==> src/hw/flash_prot_pkg.sv <==
// Shared constants and carrier types for the serial flash protection block.
// Assumes a 25 MHz system clock that oversamples the host serial link.
package flash_prot_pkg;

   localparam int ARRAY_AW = 19;
   localparam int CMD_AW   = 24;

   localparam logic [7:0] LATCH_SET_CMD      = 8'h06;
   localparam logic [7:0] LATCH_CLEAR_CMD    = 8'h04;
   localparam logic [7:0] STATUS_WRITE_CMD   = 8'h01;
   localparam logic [7:0] STATUS_READ_LO_CMD = 8'h05;
   localparam logic [7:0] STATUS_READ_HI_CMD = 8'h35;
   localparam logic [7:0] PAGE_WRITE_CMD     = 8'h02;
   localparam logic [7:0] HALF_K_WIPE_CMD    = 8'h8A;
   localparam logic [7:0] FOUR_K_WIPE_CMD    = 8'h20;
   localparam logic [7:0] BLOCK32_WIPE_CMD   = 8'h52;
   localparam logic [7:0] BLOCK64_WIPE_CMD   = 8'hD8;
   localparam logic [7:0] CHIP_WIPE_A_CMD    = 8'h60;
   localparam logic [7:0] CHIP_WIPE_B_CMD    = 8'hC7;
   localparam logic [7:0] DUAL_OUT_READ_CMD  = 8'h3B;
   localparam logic [7:0] DUAL_IO_READ_CMD   = 8'hBB;
   localparam logic [7:0] DEEP_SLEEP_CMD     = 8'hB9;
   localparam logic [7:0] WAKE_CMD           = 8'hAB;

   // Positions in the pin synchroniser vector
   localparam int PIN_SCLK = 0;
   localparam int PIN_CS   = 1;
   localparam int PIN_D0   = 2;
   localparam int PIN_D1   = 3;
   localparam int PIN_WP   = 4;
   localparam int PIN_N    = 5;

   // Status word layout
   localparam int ST_BUSY        = 0;
   localparam int ST_ARMED       = 1;
   localparam int ST_PROT_LO     = 2;
   localparam int ST_LOCK_LO     = 7;
   localparam int ST_LOCK_HI     = 8;
   localparam int ST_OTP_LO      = 11;
   localparam int ST_INVERT      = 14;
   localparam int ST_HI_BASE     = 8;
   localparam logic [15:0] STATUS_RESET = 16'h0000;

   // Stand-in data for reads, the array itself lives elsewhere
   localparam logic [7:0] FILL_BYTE = 8'hFF;

   localparam int CLK_MHZ       = 25;
   localparam int PROG_TIME_US  = 1100;
   localparam int SECT_TIME_US  = 2600;
   localparam int BLOCK_TIME_US = 2600;
   localparam int CHIP_TIME_US  = 5200;
   localparam int PROG_CYC      = PROG_TIME_US * CLK_MHZ;
   localparam int SECT_CYC      = SECT_TIME_US * CLK_MHZ;
   localparam int BLOCK_CYC     = BLOCK_TIME_US * CLK_MHZ;
   localparam int CHIP_CYC      = CHIP_TIME_US * CLK_MHZ;
   localparam int SR_WRITE_CYC  = 16;
   localparam int MIN_BUSY_CYC  = 8;

   typedef enum logic [2:0] {
      OP_PROG,
      OP_WIPE_HALF,
      OP_WIPE_4K,
      OP_WIPE_32K,
      OP_WIPE_64K,
      OP_WIPE_CHIP,
      OP_STATUS
   } op_kind_e;

   typedef struct packed {
      logic       invert;
      logic [4:0] code;
   } prot_cfg_s;

   typedef struct packed {
      logic              valid;
      op_kind_e          kind;
      logic [CMD_AW-1:0] addr;
   } array_op_s;

endpackage

==> src/hw/protect_range.sv <==
// Maps the protect code and invert bit to a hit for one array address.
// Purely combinational; the caller registers whatever it derives.
`timescale 1ns/1ns
module protect_range (
   input  flash_prot_pkg::prot_cfg_s                   cfg_i,
   input  wire logic [flash_prot_pkg::ARRAY_AW-1:0]    addr_i,
   output logic                                        hit_o,
   output logic                                        chip_ok_o
);
   import flash_prot_pkg::*;

   localparam logic [ARRAY_AW-1:0] ONES = '1;

   logic       none_b;
   logic       all_b;
   logic       top_b;
   logic       in_b;
   logic [4:0] sz_log;

   function automatic logic [4:0] size_log(input logic [4:0] c);
      if (!c[4]) begin
         size_log = 5'(15 + c[1:0]);
      end else if (c[2]) begin
         size_log = 5'd15;
      end else begin
         size_log = 5'(11 + c[1:0]);
      end
   endfunction

   always_comb begin
      none_b = (cfg_i.code[2:0] == 3'h0);
      all_b  = cfg_i.code[4] ? (cfg_i.code[2:0] == 3'h7)
                             : cfg_i.code[2];
      top_b  = !cfg_i.code[3];
      sz_log = size_log(cfg_i.code);
      if (top_b) begin
         in_b = ((addr_i >> sz_log) == (ONES >> sz_log));
      end else begin
         in_b = ((addr_i >> sz_log) == '0);
      end
      // Invert selects the complement, so all and none swap
      hit_o = (none_b ? 1'b0 : (all_b | in_b)) ^ cfg_i.invert;
      chip_ok_o = (none_b & !cfg_i.invert)
                | ((cfg_i.code[2:0] == 3'h7) & cfg_i.invert);
   end

endmodule

==> src/hw/serial_flash_write_protection.sv <==
// Write-protection, status and serial command front end of a serial flash.
// Assumes the host serial clock is far slower than clk_i (at least 8x).
`timescale 1ns/1ns
// Contract
// - Accept serial clock mode 0 and mode 3
// - Sample on rising, shift out on falling
// - Dual reads use both data lines
// - Latch-set command arms write latch
// - Reset, clear, writes and erases disarm latch
// - Unarmed latch rejects status write, program, erase
// - Pin lock freezes protect and lock bits
// - Deep sleep ignores all but wake
// - Protect code picks top or bottom range
// - Bit4 codes give small sector ranges
// - Invert bit protects the complement range
// - Protect field changes only by status write
// - Refuse program or erase in protected range (code checks only the given address, not the whole erase block)
// - Chip erase only for all-none codes
// - Busy flag high during program, erase, write
// - Upper status byte field layout
// - Lock bits and pin select status protection
module serial_flash_write_protection #(
   parameter int PROG_CYCLES  = flash_prot_pkg::PROG_CYC,
   parameter int SECT_CYCLES  = flash_prot_pkg::SECT_CYC,
   parameter int BLOCK_CYCLES = flash_prot_pkg::BLOCK_CYC,
   parameter int CHIP_CYCLES  = flash_prot_pkg::CHIP_CYC,
   parameter int SR_CYCLES    = flash_prot_pkg::SR_WRITE_CYC,
   parameter int CNT_W        = 18
) (
   input  wire logic                 clk_i,
   input  wire logic                 rst_i,
   input  wire logic                 sclk_i,
   input  wire logic                 cs_n_i,
   input  wire logic                 wp_n_i,
   input  wire logic                 dual_line_zero_i,
   output logic                      dual_line_zero_o,
   output logic                      dual_line_zero_oe_o,
   input  wire logic                 dual_line_one_i,
   output logic                      dual_line_one_o,
   output logic                      dual_line_one_oe_o,
   output logic [15:0]               status_o,
   output flash_prot_pkg::array_op_s array_op_o
);
   import flash_prot_pkg::*;

   if (CNT_W < 4 || CNT_W > 31) begin : g_bad_width
      $error("CNT_W out of range");
   end
   if (PROG_CYCLES >= 2**CNT_W || SECT_CYCLES >= 2**CNT_W ||
       BLOCK_CYCLES >= 2**CNT_W || CHIP_CYCLES >= 2**CNT_W ||
       SR_CYCLES >= 2**CNT_W) begin : g_bad_count
      $error("busy count does not fit CNT_W");
   end
   if (PROG_CYCLES < MIN_BUSY_CYC || SECT_CYCLES < MIN_BUSY_CYC ||
       BLOCK_CYCLES < MIN_BUSY_CYC || CHIP_CYCLES < MIN_BUSY_CYC ||
       SR_CYCLES < MIN_BUSY_CYC) begin : g_short_count
      $error("busy count too short");
   end

   typedef enum logic [1:0] {
      OUT_NONE,
      OUT_ONE,
      OUT_TWO
   } out_e;

   typedef struct packed {
      logic [PIN_N-1:0]  sy1;
      logic [PIN_N-1:0]  sy2;
      logic              sclk_d;
      logic              cs_d;
      logic [7:0]        rx;
      logic [3:0]        bits;
      logic [2:0]        idx;
      logic [7:0]        opc;
      logic [CMD_AW-1:0] addr;
      logic [7:0]        d1;
      logic [7:0]        d2;
      out_e              omode;
      logic [7:0]        osh;
      logic [2:0]        oleft;
      logic              write_armed_flag;
      logic              busy;
      logic [CNT_W-1:0]  bcnt;
      logic              deep;
      logic [4:0]        bp;
      logic              cmp;
      logic [1:0]        srp;
      logic [2:0]        lb;
      logic              o0;
      logic              o0e;
      logic              o1;
      logic              o1e;
      logic [15:0]       stat;
      array_op_s         op;
   } state_s;

   state_s     s_r;
   state_s     s_nxt;
   logic       sclk_rise;
   logic       sclk_fall;
   logic       cs_rise;
   logic       selected;
   logic       dual_in;
   logic [7:0] rx_next;
   logic [3:0] bits_next;
   logic [7:0] out_src;
   logic       hw_lock;
   logic       base_ok;
   logic       addr_cmd;
   logic       addr_len_ok;
   logic       chip_cmd;
   logic       hit;
   logic       chip_ok;
   logic       go_set;
   logic       go_clear;
   logic       go_sw;
   logic       go_addr;
   logic       go_chip;
   logic       go_sleep;
   logic       go_wake;

   function automatic logic [CNT_W-1:0] cyc_for(input logic [7:0] c);
      case (c)
         PAGE_WRITE_CMD:   cyc_for = CNT_W'(PROG_CYCLES - 1);
         HALF_K_WIPE_CMD,
         FOUR_K_WIPE_CMD:  cyc_for = CNT_W'(SECT_CYCLES - 1);
         BLOCK32_WIPE_CMD,
         BLOCK64_WIPE_CMD: cyc_for = CNT_W'(BLOCK_CYCLES - 1);
         CHIP_WIPE_A_CMD,
         CHIP_WIPE_B_CMD:  cyc_for = CNT_W'(CHIP_CYCLES - 1);
         default:          cyc_for = CNT_W'(SR_CYCLES - 1);
      endcase
   endfunction

   function automatic op_kind_e kind_for(input logic [7:0] c);
      case (c)
         PAGE_WRITE_CMD:   kind_for = OP_PROG;
         HALF_K_WIPE_CMD:  kind_for = OP_WIPE_HALF;
         FOUR_K_WIPE_CMD:  kind_for = OP_WIPE_4K;
         BLOCK32_WIPE_CMD: kind_for = OP_WIPE_32K;
         BLOCK64_WIPE_CMD: kind_for = OP_WIPE_64K;
         CHIP_WIPE_A_CMD,
         CHIP_WIPE_B_CMD:  kind_for = OP_WIPE_CHIP;
         default:          kind_for = OP_STATUS;
      endcase
   endfunction

   // Suspend is not supported, so both pause flags read zero
   function automatic logic [15:0] pack_status(input state_s s);
      logic [15:0] w;
      w = '0;
      w[ST_BUSY]          = s.busy;
      w[ST_ARMED]         = s.write_armed_flag;
      w[ST_PROT_LO +: 5]  = s.bp;
      w[ST_LOCK_LO]       = s.srp[0];
      w[ST_LOCK_HI]       = s.srp[1];
      w[ST_OTP_LO +: 3]   = s.lb;
      w[ST_INVERT]        = s.cmp;
      pack_status = w;
   endfunction

   function automatic state_s reset_state();
      state_s s;
      s = '0;
      s.sy1[PIN_CS] = 1'b1;
      s.sy2[PIN_CS] = 1'b1;
      s.cs_d        = 1'b1;
      s.omode       = OUT_NONE;
      s.bp          = STATUS_RESET[ST_PROT_LO +: 5];
      s.srp[0]      = STATUS_RESET[ST_LOCK_LO];
      s.srp[1]      = STATUS_RESET[ST_LOCK_HI];
      s.lb          = STATUS_RESET[ST_OTP_LO +: 3];
      s.cmp         = STATUS_RESET[ST_INVERT];
      s.write_armed_flag         = STATUS_RESET[ST_ARMED];
      s.stat        = STATUS_RESET;
      reset_state   = s;
   endfunction

   protect_range u_range (
      .cfg_i     ({s_r.cmp, s_r.bp}),
      .addr_i    (s_r.addr[ARRAY_AW-1:0]),
      .hit_o     (hit),
      .chip_ok_o (chip_ok)
   );

   // Edges are found from clock transitions alone, whatever the idle level, so either clock mode works
   assign sclk_rise = s_r.sy2[PIN_SCLK] & !s_r.sclk_d;
   assign sclk_fall = !s_r.sy2[PIN_SCLK] & s_r.sclk_d;
   assign cs_rise   = s_r.sy2[PIN_CS] & !s_r.cs_d;
   assign selected  = !s_r.sy2[PIN_CS];

   assign dual_in = (s_r.opc == DUAL_IO_READ_CMD)
                  && (s_r.idx != 3'h0) && (s_r.idx <= 3'h4);
   assign rx_next = dual_in
                  ? {s_r.rx[5:0], s_r.sy2[PIN_D1], s_r.sy2[PIN_D0]}
                  : {s_r.rx[6:0], s_r.sy2[PIN_D0]};
   assign bits_next = s_r.bits + (dual_in ? 4'h2 : 4'h1);
   assign out_src = (s_r.opc == STATUS_READ_HI_CMD) ? s_r.stat[15:8]
                  : (s_r.opc == STATUS_READ_LO_CMD) ? s_r.stat[7:0]
                  : FILL_BYTE;

   assign hw_lock = s_r.srp[1]
                  | (s_r.srp[0] & !s_r.sy2[PIN_WP]);

   // Latch, status write, program, erase, sleep and wake commands act only at a byte boundary when chip select rises
   assign base_ok = cs_rise && (s_r.bits == 4'h0)
                 && !s_r.deep && !s_r.busy;
   assign addr_cmd = (s_r.opc == PAGE_WRITE_CMD)
                  || (s_r.opc == HALF_K_WIPE_CMD)
                  || (s_r.opc == FOUR_K_WIPE_CMD)
                  || (s_r.opc == BLOCK32_WIPE_CMD)
                  || (s_r.opc == BLOCK64_WIPE_CMD);
   assign addr_len_ok = (s_r.opc == PAGE_WRITE_CMD) ? (s_r.idx >= 3'h5)
                                                    : (s_r.idx == 3'h4);
   assign chip_cmd = (s_r.opc == CHIP_WIPE_A_CMD)
                  || (s_r.opc == CHIP_WIPE_B_CMD);

   assign go_set   = base_ok && (s_r.opc == LATCH_SET_CMD)
                  && (s_r.idx == 3'h1);
   assign go_clear = base_ok && (s_r.opc == LATCH_CLEAR_CMD)
                  && (s_r.idx == 3'h1);
   assign go_sw    = base_ok && (s_r.opc == STATUS_WRITE_CMD)
                  && (s_r.idx == 3'h2 || s_r.idx == 3'h3)
                  && s_r.write_armed_flag && !hw_lock;
   assign go_addr  = base_ok && addr_cmd && addr_len_ok
                  && s_r.write_armed_flag && !hit;
   assign go_chip  = base_ok && chip_cmd && (s_r.idx == 3'h1)
                  && s_r.write_armed_flag && chip_ok;
   assign go_sleep = base_ok && (s_r.opc == DEEP_SLEEP_CMD)
                  && (s_r.idx == 3'h1);
   assign go_wake  = cs_rise && (s_r.bits == 4'h0) && s_r.deep
                  && (s_r.opc == WAKE_CMD) && (s_r.idx != 3'h0);

   always_comb begin
      s_nxt = s_r;
      s_nxt.sy1[PIN_SCLK] = sclk_i;
      s_nxt.sy1[PIN_CS]   = cs_n_i;
      s_nxt.sy1[PIN_D0]   = dual_line_zero_i;
      s_nxt.sy1[PIN_D1]   = dual_line_one_i;
      s_nxt.sy1[PIN_WP]   = wp_n_i;
      s_nxt.sy2           = s_r.sy1;
      s_nxt.sclk_d        = s_r.sy2[PIN_SCLK];
      s_nxt.cs_d          = s_r.sy2[PIN_CS];
      s_nxt.op.valid      = 1'b0;

      if (s_r.busy) begin
         if (s_r.bcnt == '0) begin
            s_nxt.busy = 1'b0;
         end else begin
            s_nxt.bcnt = s_r.bcnt - 1'b1;
         end
      end

      if (!selected) begin
         s_nxt.bits  = 4'h0;
         s_nxt.idx   = 3'h0;
         s_nxt.omode = OUT_NONE;
         s_nxt.oleft = 3'h0;
         s_nxt.o0e   = 1'b0;
         s_nxt.o1e   = 1'b0;
      end else begin
         if (sclk_rise) begin
            s_nxt.rx   = rx_next;
            s_nxt.bits = bits_next;
            if (bits_next == 4'h8) begin
               s_nxt.bits = 4'h0;
               if (s_r.idx != 3'h7) begin
                  s_nxt.idx = s_r.idx + 3'h1;
               end
               if (s_r.idx == 3'h0) begin
                  s_nxt.opc = rx_next;
                  if (!s_r.deep && (rx_next == STATUS_READ_LO_CMD ||
                                    rx_next == STATUS_READ_HI_CMD)) begin
                     s_nxt.omode = OUT_ONE;
                  end
               end else if (s_r.idx <= 3'h3) begin
                  s_nxt.addr = {s_r.addr[CMD_AW-9:0], rx_next};
               end
               if (s_r.idx == 3'h1) begin
                  s_nxt.d1 = rx_next;
               end
               if (s_r.idx == 3'h2) begin
                  s_nxt.d2 = rx_next;
               end
               if (s_r.idx == 3'h4 && !s_r.deep && !s_r.busy &&
                   (s_r.opc == DUAL_OUT_READ_CMD ||
                    s_r.opc == DUAL_IO_READ_CMD)) begin
                  s_nxt.omode = OUT_TWO;
               end
            end
         end
         // A fresh byte is fetched each time the shifter runs dry, so
         // status reads repeat with live contents
         if (sclk_fall) begin
            case (s_r.omode)
               OUT_ONE: begin
                  s_nxt.o1e = 1'b1;
                  if (s_r.oleft == 3'h0) begin
                     s_nxt.o1    = out_src[7];
                     s_nxt.osh   = {out_src[6:0], 1'b0};
                     s_nxt.oleft = 3'h7;
                  end else begin
                     s_nxt.o1    = s_r.osh[7];
                     s_nxt.osh   = {s_r.osh[6:0], 1'b0};
                     s_nxt.oleft = s_r.oleft - 3'h1;
                  end
               end
               OUT_TWO: begin
                  s_nxt.o0e = 1'b1;
                  s_nxt.o1e = 1'b1;
                  if (s_r.oleft == 3'h0) begin
                     s_nxt.o1    = out_src[7];
                     s_nxt.o0    = out_src[6];
                     s_nxt.osh   = {out_src[5:0], 2'b00};
                     s_nxt.oleft = 3'h3;
                  end else begin
                     s_nxt.o1    = s_r.osh[7];
                     s_nxt.o0    = s_r.osh[6];
                     s_nxt.osh   = {s_r.osh[5:0], 2'b00};
                     s_nxt.oleft = s_r.oleft - 3'h1;
                  end
               end
               default: begin
                  s_nxt.o0e = 1'b0;
                  s_nxt.o1e = 1'b0;
               end
            endcase
         end
      end

      if (go_set) begin
         s_nxt.write_armed_flag = 1'b1;
      end
      if (go_clear) begin
         s_nxt.write_armed_flag = 1'b0;
      end
      // A one-byte status write leaves the upper byte untouched
      if (go_sw) begin
         s_nxt.bp     = s_r.d1[ST_PROT_LO +: 5];
         s_nxt.srp[0] = s_r.d1[ST_LOCK_LO];
         if (s_r.idx == 3'h3) begin
            s_nxt.srp[1] = s_r.d2[ST_LOCK_HI - ST_HI_BASE];
            s_nxt.lb     = s_r.lb | s_r.d2[ST_OTP_LO - ST_HI_BASE +: 3];
            s_nxt.cmp    = s_r.d2[ST_INVERT - ST_HI_BASE];
         end
      end
      if (go_sw || go_addr || go_chip) begin
         s_nxt.write_armed_flag      = 1'b0;
         s_nxt.busy     = 1'b1;
         s_nxt.bcnt     = cyc_for(s_r.opc);
         s_nxt.op.valid = 1'b1;
         s_nxt.op.kind  = kind_for(s_r.opc);
         s_nxt.op.addr  = s_r.addr;
      end
      if (go_sleep) begin
         s_nxt.deep = 1'b1;
      end
      if (go_wake) begin
         s_nxt.deep = 1'b0;
      end

      s_nxt.stat = pack_status(s_nxt);
      if (rst_i) begin
         s_nxt = reset_state();
      end
   end

   always_ff @(posedge clk_i) begin
      s_r <= s_nxt;
   end

   assign dual_line_zero_o    = s_r.o0;
   assign dual_line_zero_oe_o = s_r.o0e;
   assign dual_line_one_o     = s_r.o1;
   assign dual_line_one_oe_o  = s_r.o1e;
   assign status_o            = s_r.stat;
   assign array_op_o          = s_r.op;
endmodule

==> config.mk <==
export PLATFORM = sky130hd
export DESIGN_NAME = serial_flash_write_protection
export DESIGN_NICKNAME = d
export VERILOG_FILES = /design/src/hw/flash_prot_pkg.sv /design/src/hw/protect_range.sv /design/src/hw/serial_flash_write_protection.sv
export SDC_FILE = /design/constraint.sdc
export NUM_CORES = 1
export LEC_CHECK = 0
export BUFFER_PORTS_ARGS = -buffer_cell sky130_fd_sc_hd__buf_2
export CAP_MARGIN = 25
export CORE_ASPECT_RATIO = 0.9
export CORE_UTILIZATION = 50
export DETAILED_ROUTE_END_ITERATION = 10
export PLACE_DENSITY_LB_ADDON = 0.15
export SYNTH_ARGS = -nofsm -noshare
export SYNTH_HDL_FRONTEND = slang
export SYNTH_SLANG_ARGS = --single-unit
==> constraint.sdc <==
create_clock -name clk_i -period 4.98 [get_ports clk_i]
set_clock_uncertainty 0.1 [all_clocks]
set_input_delay 0.249 -clock clk_i [delete_from_list [all_inputs] [get_ports clk_i]]
set_output_delay 0.249 -clock clk_i [all_outputs]
set_load 0.03 [all_outputs]
==> results of run 1 <==
[where the power goes]
group	internal [mW]	total, mW	leakage [nW]	switching [mW]
combinational	0.0105	0.0371	1.41	0.0266
sequential	1.16	1.17	1.17	0.00338
clock	0.771	1.26	0.285	0.488
total	1.95	2.46	2.86	0.518
[flip-flops by register name (all words and copies together) (netlist names)]
register             count
s_r                    108
dual_line_zero_oe_o      1
dual_line_one_o          1
dual_line_one_oe_o       1
status_o                 5
dual_line_zero_o         1
array_op_o              28
[cell type report]
| type | instances | area (um2) | area share |
|---|---|---|---|
| sequential | 145 | 2900 | 0.355 |
| clock inverter | 10 | 109 | 0.0133 |
| clock buffer | 21 | 470 | 0.0575 |
| multi-input combinational | 629 | 3980 | 0.486 |
| tap | 198 | 248 | 0.0303 |
| timing repair buffer | 65 | 383 | 0.0468 |
| inverter | 24 | 90.1 | 0.0110 |
[critical path, stage by stage, from the launching register on]
cell and delay [ps]:
dfxtp_1 430, inv_1 100, ha_1 300, xor2_1 180, nor4_2 240, inv_1 140
fa_1 450, xnor2_1 140, nor3b_1 270, nand2b_1 170, or2_2 420, nor3_1 800
nor2_1 110, a211oi_1 240
[logic make-up (layout without fill, tap and decap cells)]
group           after synthesis  after routing  share of synthesized area
compound gates              238            238                      0.203
xor+xnor                     16             16                     0.0185
fa+ha+maj                    17             17                     0.0291
buf+inv                     129            120                     0.0946
flops                       145            145                      0.383
mux                          51             51                     0.0677
other cells                   1              3                   0.000495
simple gates                304            304                      0.204
[per-layer routing]
layer / vias to the layer above / part of all wire
met5: - / 0
met3: 27 / 0.058
met4: 0 / 0.016
li1: 3141 / -
met1: 3050 / 0.49
met2: 201 / 0.44
[cell usage after synthesis, drive strengths merged (6+ instances only)]
master	number
a211oi	40
o21ai	58
nor3	29
mux2i	49
inv	24
or2	11
a21oi	76
dfxtp	145
o31ai	6
a31oi	10
ha	16
clkbuf	38
xor2	6
nor2b	13
o22ai	8
buf	67
or4	6
xnor2	10
nand3	39
and2	8
nor2	113
nand2	32
nand2b	11
nor4	12
[cells in the final DEF, fill, tap and decap left out, drive strengths merged, types with 8 or more instances in the layout]
| cell | count |
|---|---|
| a211oi | 40 |
| a21oi | 76 |
| a31oi | 10 |
| and2 | 8 |
| buf | 60 |
| clkbuf | 21 |
| dfxtp | 145 |
| ha | 16 |
| inv | 25 |
| mux2i | 49 |
| nand2 | 32 |
| nand2b | 11 |
| nand3 | 39 |
| nor2 | 113 |
| nor2b | 13 |
| nor3 | 29 |
| nor4 | 12 |
| o21ai | 58 |
| o22ai | 8 |
| or2 | 11 |
| xnor2 | 10 |
[path summary, 6_finish.rpt]
| check | slack (ps) | end | from |
|---|---|---|---|
| min reg2reg | 310 | s_r[159] | s_r[164] |
| min | 280 | s_r[165] | rst_i |
| max reg2reg | 820 | s_r[137] | s_r[141] |
| max | 820 | s_r[137] | s_r[141] |
[stage by stage]
| stage | hold slack (ps) | cells | util | total power [mW] | setup slack, ps |
|---|---|---|---|---|---|
| 3_5_place_dp | 297 | 1056 | 0.511 | 1.23 | 831 |
| 6_report | 277 | 1092 | 0.554 | 2.46 | 818 |
| 3_3_place_gp | 297 | 1054 | 0.510 | 1.23 | 976 |
| 5_1_grt | 312 | 1092 | 0.554 | 2.54 | 469 |
| 2_1_floorplan | 253 | 903 | - | 1.22 | 972 |
| 4_1_cts | 287 | 1092 | 0.554 | 2.48 | 818 |
[what timing repair did]
| item | 4_1_cts | 5_1_grt |
|---|---|---|
| hold buffers | 5 | 0 |
| hold endpoints to repair | 5 | 0 |
| setup buffers | 0 | 0 |
==> flow_summary.html, run 1 <==
<table>
<tr><th>Metric</th><th>Value</th></tr>
<tr><th colspan="2">STA</th></tr>
<tr><td>Worst-case headroom to the max-slew limit</td><td>0.322</td></tr>
<tr><td>Number of max-slew violations in the final report</td><td>0</td></tr>
<tr><td>Maximum operating frequency</td><td>240 MHz</td></tr>
<tr><td>Tightest Pin Transition</td><td>1010 ps</td></tr>
<tr><td>Final-report hold violation count</td><td>0</td></tr>
<tr><td>Min cycle time layout</td><td>4160 ps</td></tr>
<tr><td>Post-route clock period utilization</td><td>0.836</td></tr>
<tr><td>Setup violators final</td><td>0</td></tr>
<tr><td>Final setup TNS</td><td>0 ps</td></tr>
<tr><td>Unrepaired setup endpoints after global routing</td><td>false</td></tr>
<tr><th colspan="2">Clock network</th></tr>
<tr><td>Total number of clock tree sinks</td><td>145</td></tr>
<tr><td>Maximum clock path buffer count</td><td>2</td></tr>
<tr><td>Cell at the root of the clock tree</td><td>clkbuf_16</td></tr>
<tr><td>Clock slew at reported path FFs</td><td>60 ps</td></tr>
<tr><td>TritonCTS clock tree</td><td>done</td></tr>
<tr><td>CTS H-tree lvls</td><td>4</td></tr>
<tr><td>Resized cells post-CTS</td><td>0</td></tr>
<tr><td>Number of buffers added by the clock tree synthesis step</td><td>17</td></tr>
<tr><td>Skew-Pair Late Insertion Delay</td><td>420 ps</td></tr>
<tr><th colspan="2">Synth</th></tr>
<tr><td>Register area share after synthesis</td><td>0.383</td></tr>
<tr><td>Distinct cell type count after synthesis</td><td>78</td></tr>
<tr><td>Cells after Synth</td><td>901</td></tr>
<tr><td>EDFF count, synth</td><td>0</td></tr>
<tr><td>Number of warnings reported in the yosys synthesis log</td><td>0</td></tr>
<tr><td>Dominant cells by area after synthesis</td><td>dfxtp_1 (38%), mux2i_1 (6.5%), nor2_1 (5.5%), a21oi_1 (5.0%), buf_4 (4.8%)</td></tr>
<tr><td>Library cell with the largest summed area after synthesis</td><td>dfxtp_1</td></tr>
<tr><td>Top FF cell, synth</td><td>dfxtp_1</td></tr>
<tr><td>Fraction of synthesis flops using an asynchronous set or reset pin</td><td>0</td></tr>
<tr><td>Synthesized area</td><td>0.00758 mm2</td></tr>
<tr><td>Mean post-synth cell area</td><td>8.41 um2</td></tr>
<tr><td>Area share of the leading cell type in the synthesized netlist</td><td>0.383</td></tr>
<tr><td>Synth Register Bits</td><td>145</td></tr>
<tr><th colspan="2">GRT</th></tr>
<tr><td>Via count of the first global-routing pass</td><td>5757</td></tr>
<tr><td>Antenna violations before repair</td><td>0</td></tr>
<tr><td>Busiest layer in global routing</td><td>met2</td></tr>
<tr><td>First-pass GRT wire length</td><td>30200 um</td></tr>
<tr><td>Global Route met2 Usage</td><td>0.357</td></tr>
<tr><td>Maximum number of pins on one net before global-route repair</td><td>76</td></tr>
<tr><td>Total global routing track utilization</td><td>0.243</td></tr>
<tr><td>Met3 global-route usage</td><td>0.0571</td></tr>
<tr><td>Grt total ovfl</td><td>0</td></tr>
<tr><td>Met1 capacity usage during global routing</td><td>0.344</td></tr>
<tr><th colspan="2">Routing</th></tr>
<tr><td>Number of vias per cell after detailed routing</td><td>5.88</td></tr>
<tr><td>Detailed Route WL</td><td>18600 um</td></tr>
<tr><td>Remaining DRCs</td><td>0</td></tr>
<tr><td>Starting DRC count in detailed routing</td><td>561</td></tr>
<tr><td>Vias after detailed routing</td><td>6419</td></tr>
<tr><td>Detail Route Antenna Nets</td><td>0</td></tr>
<tr><td>Wire length per cell</td><td>17.1 um</td></tr>
<tr><td>DR pass1 iterations</td><td>5</td></tr>
<tr><th colspan="2">Place</th></tr>
<tr><td>Total of buffers placed on input and output ports</td><td>51</td></tr>
<tr><td>Post-DP Area</td><td>0.00755 mm2</td></tr>
<tr><td>Detailed-placement wirelength estimate</td><td>13100 um</td></tr>
<tr><td>Final estimated routing congestion in global placement</td><td>0.889</td></tr>
<tr><th colspan="2">Die</th></tr>
<tr><td>Rows</td><td>42</td></tr>
<tr><td>Initial standard-cell utilization of the core</td><td>0.513</td></tr>
<tr><td>Floorplan core area</td><td>0.0148 mm2</td></tr>
<tr><td>Die ar.</td><td>0.0157 mm2</td></tr>
<tr><td>DIE HEIGHT</td><td>119 um</td></tr>
<tr><td>Number of top-level design ports</td><td>55</td></tr>
<tr><td>Chip width</td><td>132 um</td></tr>
<tr><th colspan="2">Critical path</th></tr>
<tr><td>Biggest fanout along the worst timing path</td><td>9</td></tr>
<tr><td>Capturing element type of the critical path</td><td>flop</td></tr>
<tr><td>Arrival time of data at the critical path endpoint</td><td>4400 ps</td></tr>
<tr><td>R2r worst-path depth</td><td>13</td></tr>
<tr><td>Kind of start point of the critical path</td><td>flop</td></tr>
<tr><td>Kind of critical path</td><td>reg -&gt; reg</td></tr>
<tr><td>Data required time at the worst endpoint</td><td>5210 ps</td></tr>
<tr><th colspan="2">Power and ir drop</th></tr>
<tr><td>Power per unit of standard cell area</td><td>301 mW/mm2</td></tr>
<tr><td>Largest vdd supply drop</td><td>0.000234 V</td></tr>
<tr><td>Static leakage</td><td>2.86 nW</td></tr>
<tr><th colspan="2">Hold path</th></tr>
<tr><td>Worst min-delay path category</td><td>in -&gt; reg</td></tr>
<tr><td>Cell depth of the worst hold path</td><td>2</td></tr>
<tr><th colspan="2">Cells and area</th></tr>
<tr><td>Fill cell count</td><td>1377</td></tr>
<tr><td>Share of layout cells above drive strength 1</td><td>0.143</td></tr>
<tr><td>Antenna Cells</td><td>0</td></tr>
<tr><td>Layout-stage area growth over the synthesis result</td><td>7.94%</td></tr>
<tr><td>Layout Cell Area excl Fill</td><td>0.00818 mm2</td></tr>
<tr><td>Final #Nets</td><td>906</td></tr>
<tr><th colspan="2">Job</th></tr>
<tr><td>Max Cap Viol</td><td>0</td></tr>
<tr><th colspan="2">Status</th></tr>
<tr><td>Result of the run</td><td>finished clean</td></tr>
</table>
No activity file was read; power rests on OpenSTA's default activity.
==> run 2: changes to the inputs <==
==> constraint.sdc (replaced) <==
create_clock -name clk_i -period 4 [get_ports clk_i]
set_clock_uncertainty 0.1 [all_clocks]
set_input_delay 0.2 -clock clk_i [delete_from_list [all_inputs] [get_ports clk_i]]
set_output_delay 0.2 -clock clk_i [all_outputs]
set_load 0.03 [all_outputs]
==> run 2 against run 1 <==
Compared with the run above: hold slack better by 35 ps; non-clock buffer count up 15; wire length up 5.2%; total power up 21%; sequential cell count unchanged; critical endpoint is now s_r[130]; largest power group unchanged.
==> flow_summary.html, run 2 (synthesized netlist as in run 1, its figures left out) <==
<table>
<tr><th>Metric</th><th>Value</th></tr>
<tr><th colspan="2">Status</th></tr>
<tr><td>Result of the run</td><td>finished clean</td></tr>
<tr><th colspan="2">Die</th></tr>
<tr><td>Floorplan core area</td><td>0.0148 mm2 (unchanged)</td></tr>
<tr><td>Initial standard-cell utilization of the core</td><td>0.513 (unchanged)</td></tr>
<tr><td>Die ar.</td><td>0.0157 mm2 (unchanged)</td></tr>
<tr><td>Rows</td><td>42 (unchanged)</td></tr>
<tr><td>Chip width</td><td>132 um (unchanged)</td></tr>
<tr><td>DIE HEIGHT</td><td>119 um (unchanged)</td></tr>
<tr><td>Number of top-level design ports</td><td>55 (unchanged)</td></tr>
<tr><th colspan="2">Hold path</th></tr>
<tr><td>Worst min-delay path category</td><td>reg -&gt; reg</td></tr>
<tr><th colspan="2">STA</th></tr>
<tr><td>Maximum operating frequency</td><td>268 MHz (+12%)</td></tr>
<tr><td>Setup violators final</td><td>0 (unchanged)</td></tr>
<tr><td>Final-report hold violation count</td><td>0 (unchanged)</td></tr>
<tr><td>Worst-case headroom to the max-slew limit</td><td>0.325 (+0.00335)</td></tr>
<tr><td>Number of max-slew violations in the final report</td><td>0 (unchanged)</td></tr>
<tr><td>Min cycle time layout</td><td>3730 ps (-432 ps)</td></tr>
<tr><td>Unrepaired setup endpoints after global routing</td><td>false</td></tr>
<tr><td>Final setup TNS</td><td>0 ps (unchanged)</td></tr>
<tr><td>Min setup slack post-route</td><td>270 ps (-548 ps)</td></tr>
<tr><td>Post-route clock period utilization</td><td>0.932 (+0.0966)</td></tr>
<tr><td>Tightest Pin Transition</td><td>1010 ps (+2.74 ps)</td></tr>
<tr><th colspan="2">GRT</th></tr>
<tr><td>Via count of the first global-routing pass</td><td>6079 (+5.6%)</td></tr>
<tr><td>First-pass GRT wire length</td><td>31200 um (+3.1%)</td></tr>
<tr><td>Total global routing track utilization</td><td>0.251 (+0.00838)</td></tr>
<tr><td>Antenna violations before repair</td><td>0 (unchanged)</td></tr>
<tr><td>Maximum number of pins on one net before global-route repair</td><td>102 (+34%)</td></tr>
<tr><td>Grt total ovfl</td><td>0 (unchanged)</td></tr>
<tr><th colspan="2">Clock network</th></tr>
<tr><td>Skew-Pair Late Insertion Delay</td><td>420 ps (about the same)</td></tr>
<tr><td>Clock slew at reported path FFs</td><td>60 ps (about the same)</td></tr>
<tr><td>CTS H-tree lvls</td><td>4 (unchanged)</td></tr>
<tr><td>Maximum clock path buffer count</td><td>2 (unchanged)</td></tr>
<tr><td>Cell at the root of the clock tree</td><td>clkbuf_16</td></tr>
<tr><td>TritonCTS clock tree</td><td>done</td></tr>
<tr><td>Total number of clock tree sinks</td><td>145 (unchanged)</td></tr>
<tr><td>Number of buffers added by the clock tree synthesis step</td><td>17 (unchanged)</td></tr>
<tr><th colspan="2">Cells and area</th></tr>
<tr><td>Combined area of the multi-input logic cells</td><td>0.00401 mm2 (+0.91%)</td></tr>
<tr><td>Sequential cell area</td><td>0.00290 mm2 (about the same)</td></tr>
<tr><td>Antenna Cells</td><td>0 (unchanged)</td></tr>
<tr><td>Layout-stage area growth over the synthesis result</td><td>9.73%</td></tr>
<tr><td>Fill cell count</td><td>1394 (+1.2%)</td></tr>
<tr><td>Number of flip-flops in the largest register</td><td>108 (unchanged)</td></tr>
<tr><td>Share of layout cells above drive strength 1</td><td>0.163 (+0.0195)</td></tr>
<tr><td>Final #Nets</td><td>922 (+1.8%)</td></tr>
<tr><td>Commonest non-fill, non-tap cell in the layout</td><td>dfxtp_1</td></tr>
<tr><td>Most frequent cells in the layout</td><td>dfxtp_1 (144), nor2_1 (112), a21oi_1 (75)</td></tr>
<tr><td>Register bank with the most flops</td><td>s_r</td></tr>
<tr><th colspan="2">Routing</th></tr>
<tr><td>Wire length per cell</td><td>17.7 um (+3.7%)</td></tr>
<tr><td>Detailed Route WL</td><td>19600 um (+5.2%)</td></tr>
<tr><td>DR pass1 iterations</td><td>5 (unchanged)</td></tr>
<tr><td>Vias after detailed routing</td><td>6579 (+2.5%)</td></tr>
<tr><td>Detail Route Antenna Nets</td><td>0 (unchanged)</td></tr>
<tr><td>Number of vias per cell after detailed routing</td><td>5.94 (+1.0%)</td></tr>
<tr><td>Starting DRC count in detailed routing</td><td>570 (+1.6%)</td></tr>
<tr><td>Remaining DRCs</td><td>0 (unchanged)</td></tr>
<tr><th colspan="2">Critical path</th></tr>
<tr><td>Kind of critical path</td><td>reg -&gt; reg</td></tr>
<tr><td>Kind of start point of the critical path</td><td>flop</td></tr>
<tr><td>Cell mode on critical path</td><td>inv_1</td></tr>
<tr><td>Cells traversed along the worst timing path</td><td>inv_1, ha_1, xor2_1, nor4_2, inv_1, ha_1, inv_1, fa_1, xnor2_1, nor3b_2, nand2b_1, or2_2, nor3_4, buf_4, buf_6, mux2i_1, nor2_1</td></tr>
<tr><td>Slowest cell on the critical path</td><td>dfxtp_1</td></tr>
<tr><td>Data required time at the worst endpoint</td><td>4170 ps (-1040 ps)</td></tr>
<tr><td>Maximum single-stage delay on the critical path</td><td>410 ps (-390 ps)</td></tr>
<tr><td>Arrival time of data at the critical path endpoint</td><td>3900 ps (-500 ps)</td></tr>
<tr><td>Capturing element type of the critical path</td><td>flop</td></tr>
<tr><td>Biggest fanout along the worst timing path</td><td>15 (+6)</td></tr>
<tr><th colspan="2">Job</th></tr>
<tr><td>Max Cap Viol</td><td>0 (unchanged)</td></tr>
<tr><th colspan="2">Place</th></tr>
<tr><td>Setup WS pre-CTS</td><td>122 ps (-709 ps)</td></tr>
<tr><td>Total of buffers placed on input and output ports</td><td>51 (unchanged)</td></tr>
<tr><td>Detailed-placement wirelength estimate</td><td>13500 um (+3.6%)</td></tr>
<tr><td>Final estimated routing congestion in global placement</td><td>0.890 (about the same)</td></tr>
<tr><th colspan="2">Power and ir drop</th></tr>
<tr><td>Static leakage</td><td>2.96 nW (+3.4%)</td></tr>
<tr><td>Largest vdd supply drop</td><td>0.000342 V (+46%)</td></tr>
<tr><td>Power per unit of standard cell area</td><td>359 mW/mm2 (+19%)</td></tr>
</table>
-- run 2: cell types whose count changed in the layout (fill, tap and decap cells not counted), sizes merged --
cell      delta
buf         +14
inv          -1
clkinv       +4
bufinv       -1
clkinvlp     -1
o31ai        +1
-- run 2: power breakdown --
group,total (mW),internal [mW],switching (mW)
registers,1.45,1.45,0.00450
clock network,1.48,0.877,0.605
logic,0.0461,0.0133,0.0327
-- run 2: area by class of cell --
class | count | area share
clock buffers | 20 | 0.0549
clock inverters | 11 | 0.0108
inverters | 24 | 0.0108
multi-input cells | 630 | 0.483
flip-flops and latches | 145 | 0.349
well taps | 198 | 0.0298
repair buffers | 80 | 0.0617
-- run 2: worst max-delay path: cells and delay by family, from the launching register on --
kind / cells / cell delay [ps]
xor+xnor: 2 / 350
fa+ha+maj: 3 / 870
buf+inv: 5 / 610
flops: 1 / 410
mux: 1 / 200
simple gates: 6 / 1050
-- run 2: final timing paths --
check | startpoint | end | slack, ps | cells after the start
hold / removal | s_r[164] | s_r[159] | 310 | 1
hold reg to reg | s_r[164] | s_r[159] | 310 | 1
setup / recovery | s_r[142] | s_r[130] | 270 | 17
setup reg to reg | s_r[142] | s_r[130] | 270 | 17
-- run 2: through the flow --
step	power [mW]	hold WS [ps]	instance area, um2	std cells	utilization
final	2.98	311	8310	1108	0.563
after floorplan	1.52	204	7590	903	-
after global routing	3.07	332	8310	1108	0.563
after CTS	3.01	315	8250	1105	0.559
after detailed placement	1.53	287	7660	1069	0.518
after global placement	1.53	281	7640	1068	0.518
-- run 2: what timing repair did --
action,CTS,global route
buffers inserted,0,1
hold endpoints to repair,5,0
setup endpoints to repair,0,66
hold buffers,5,0
resized for setup,0,7
-- run 2: per-layer routing --
layer,global-route usage,up-vias,part of all wire
li1,-,3181,-
met1,0.346,3132,0.47
met2,0.386,232,0.45
met3,0.0528,34,0.063
met4,0.0879,0,0.017
met5,0,-,0
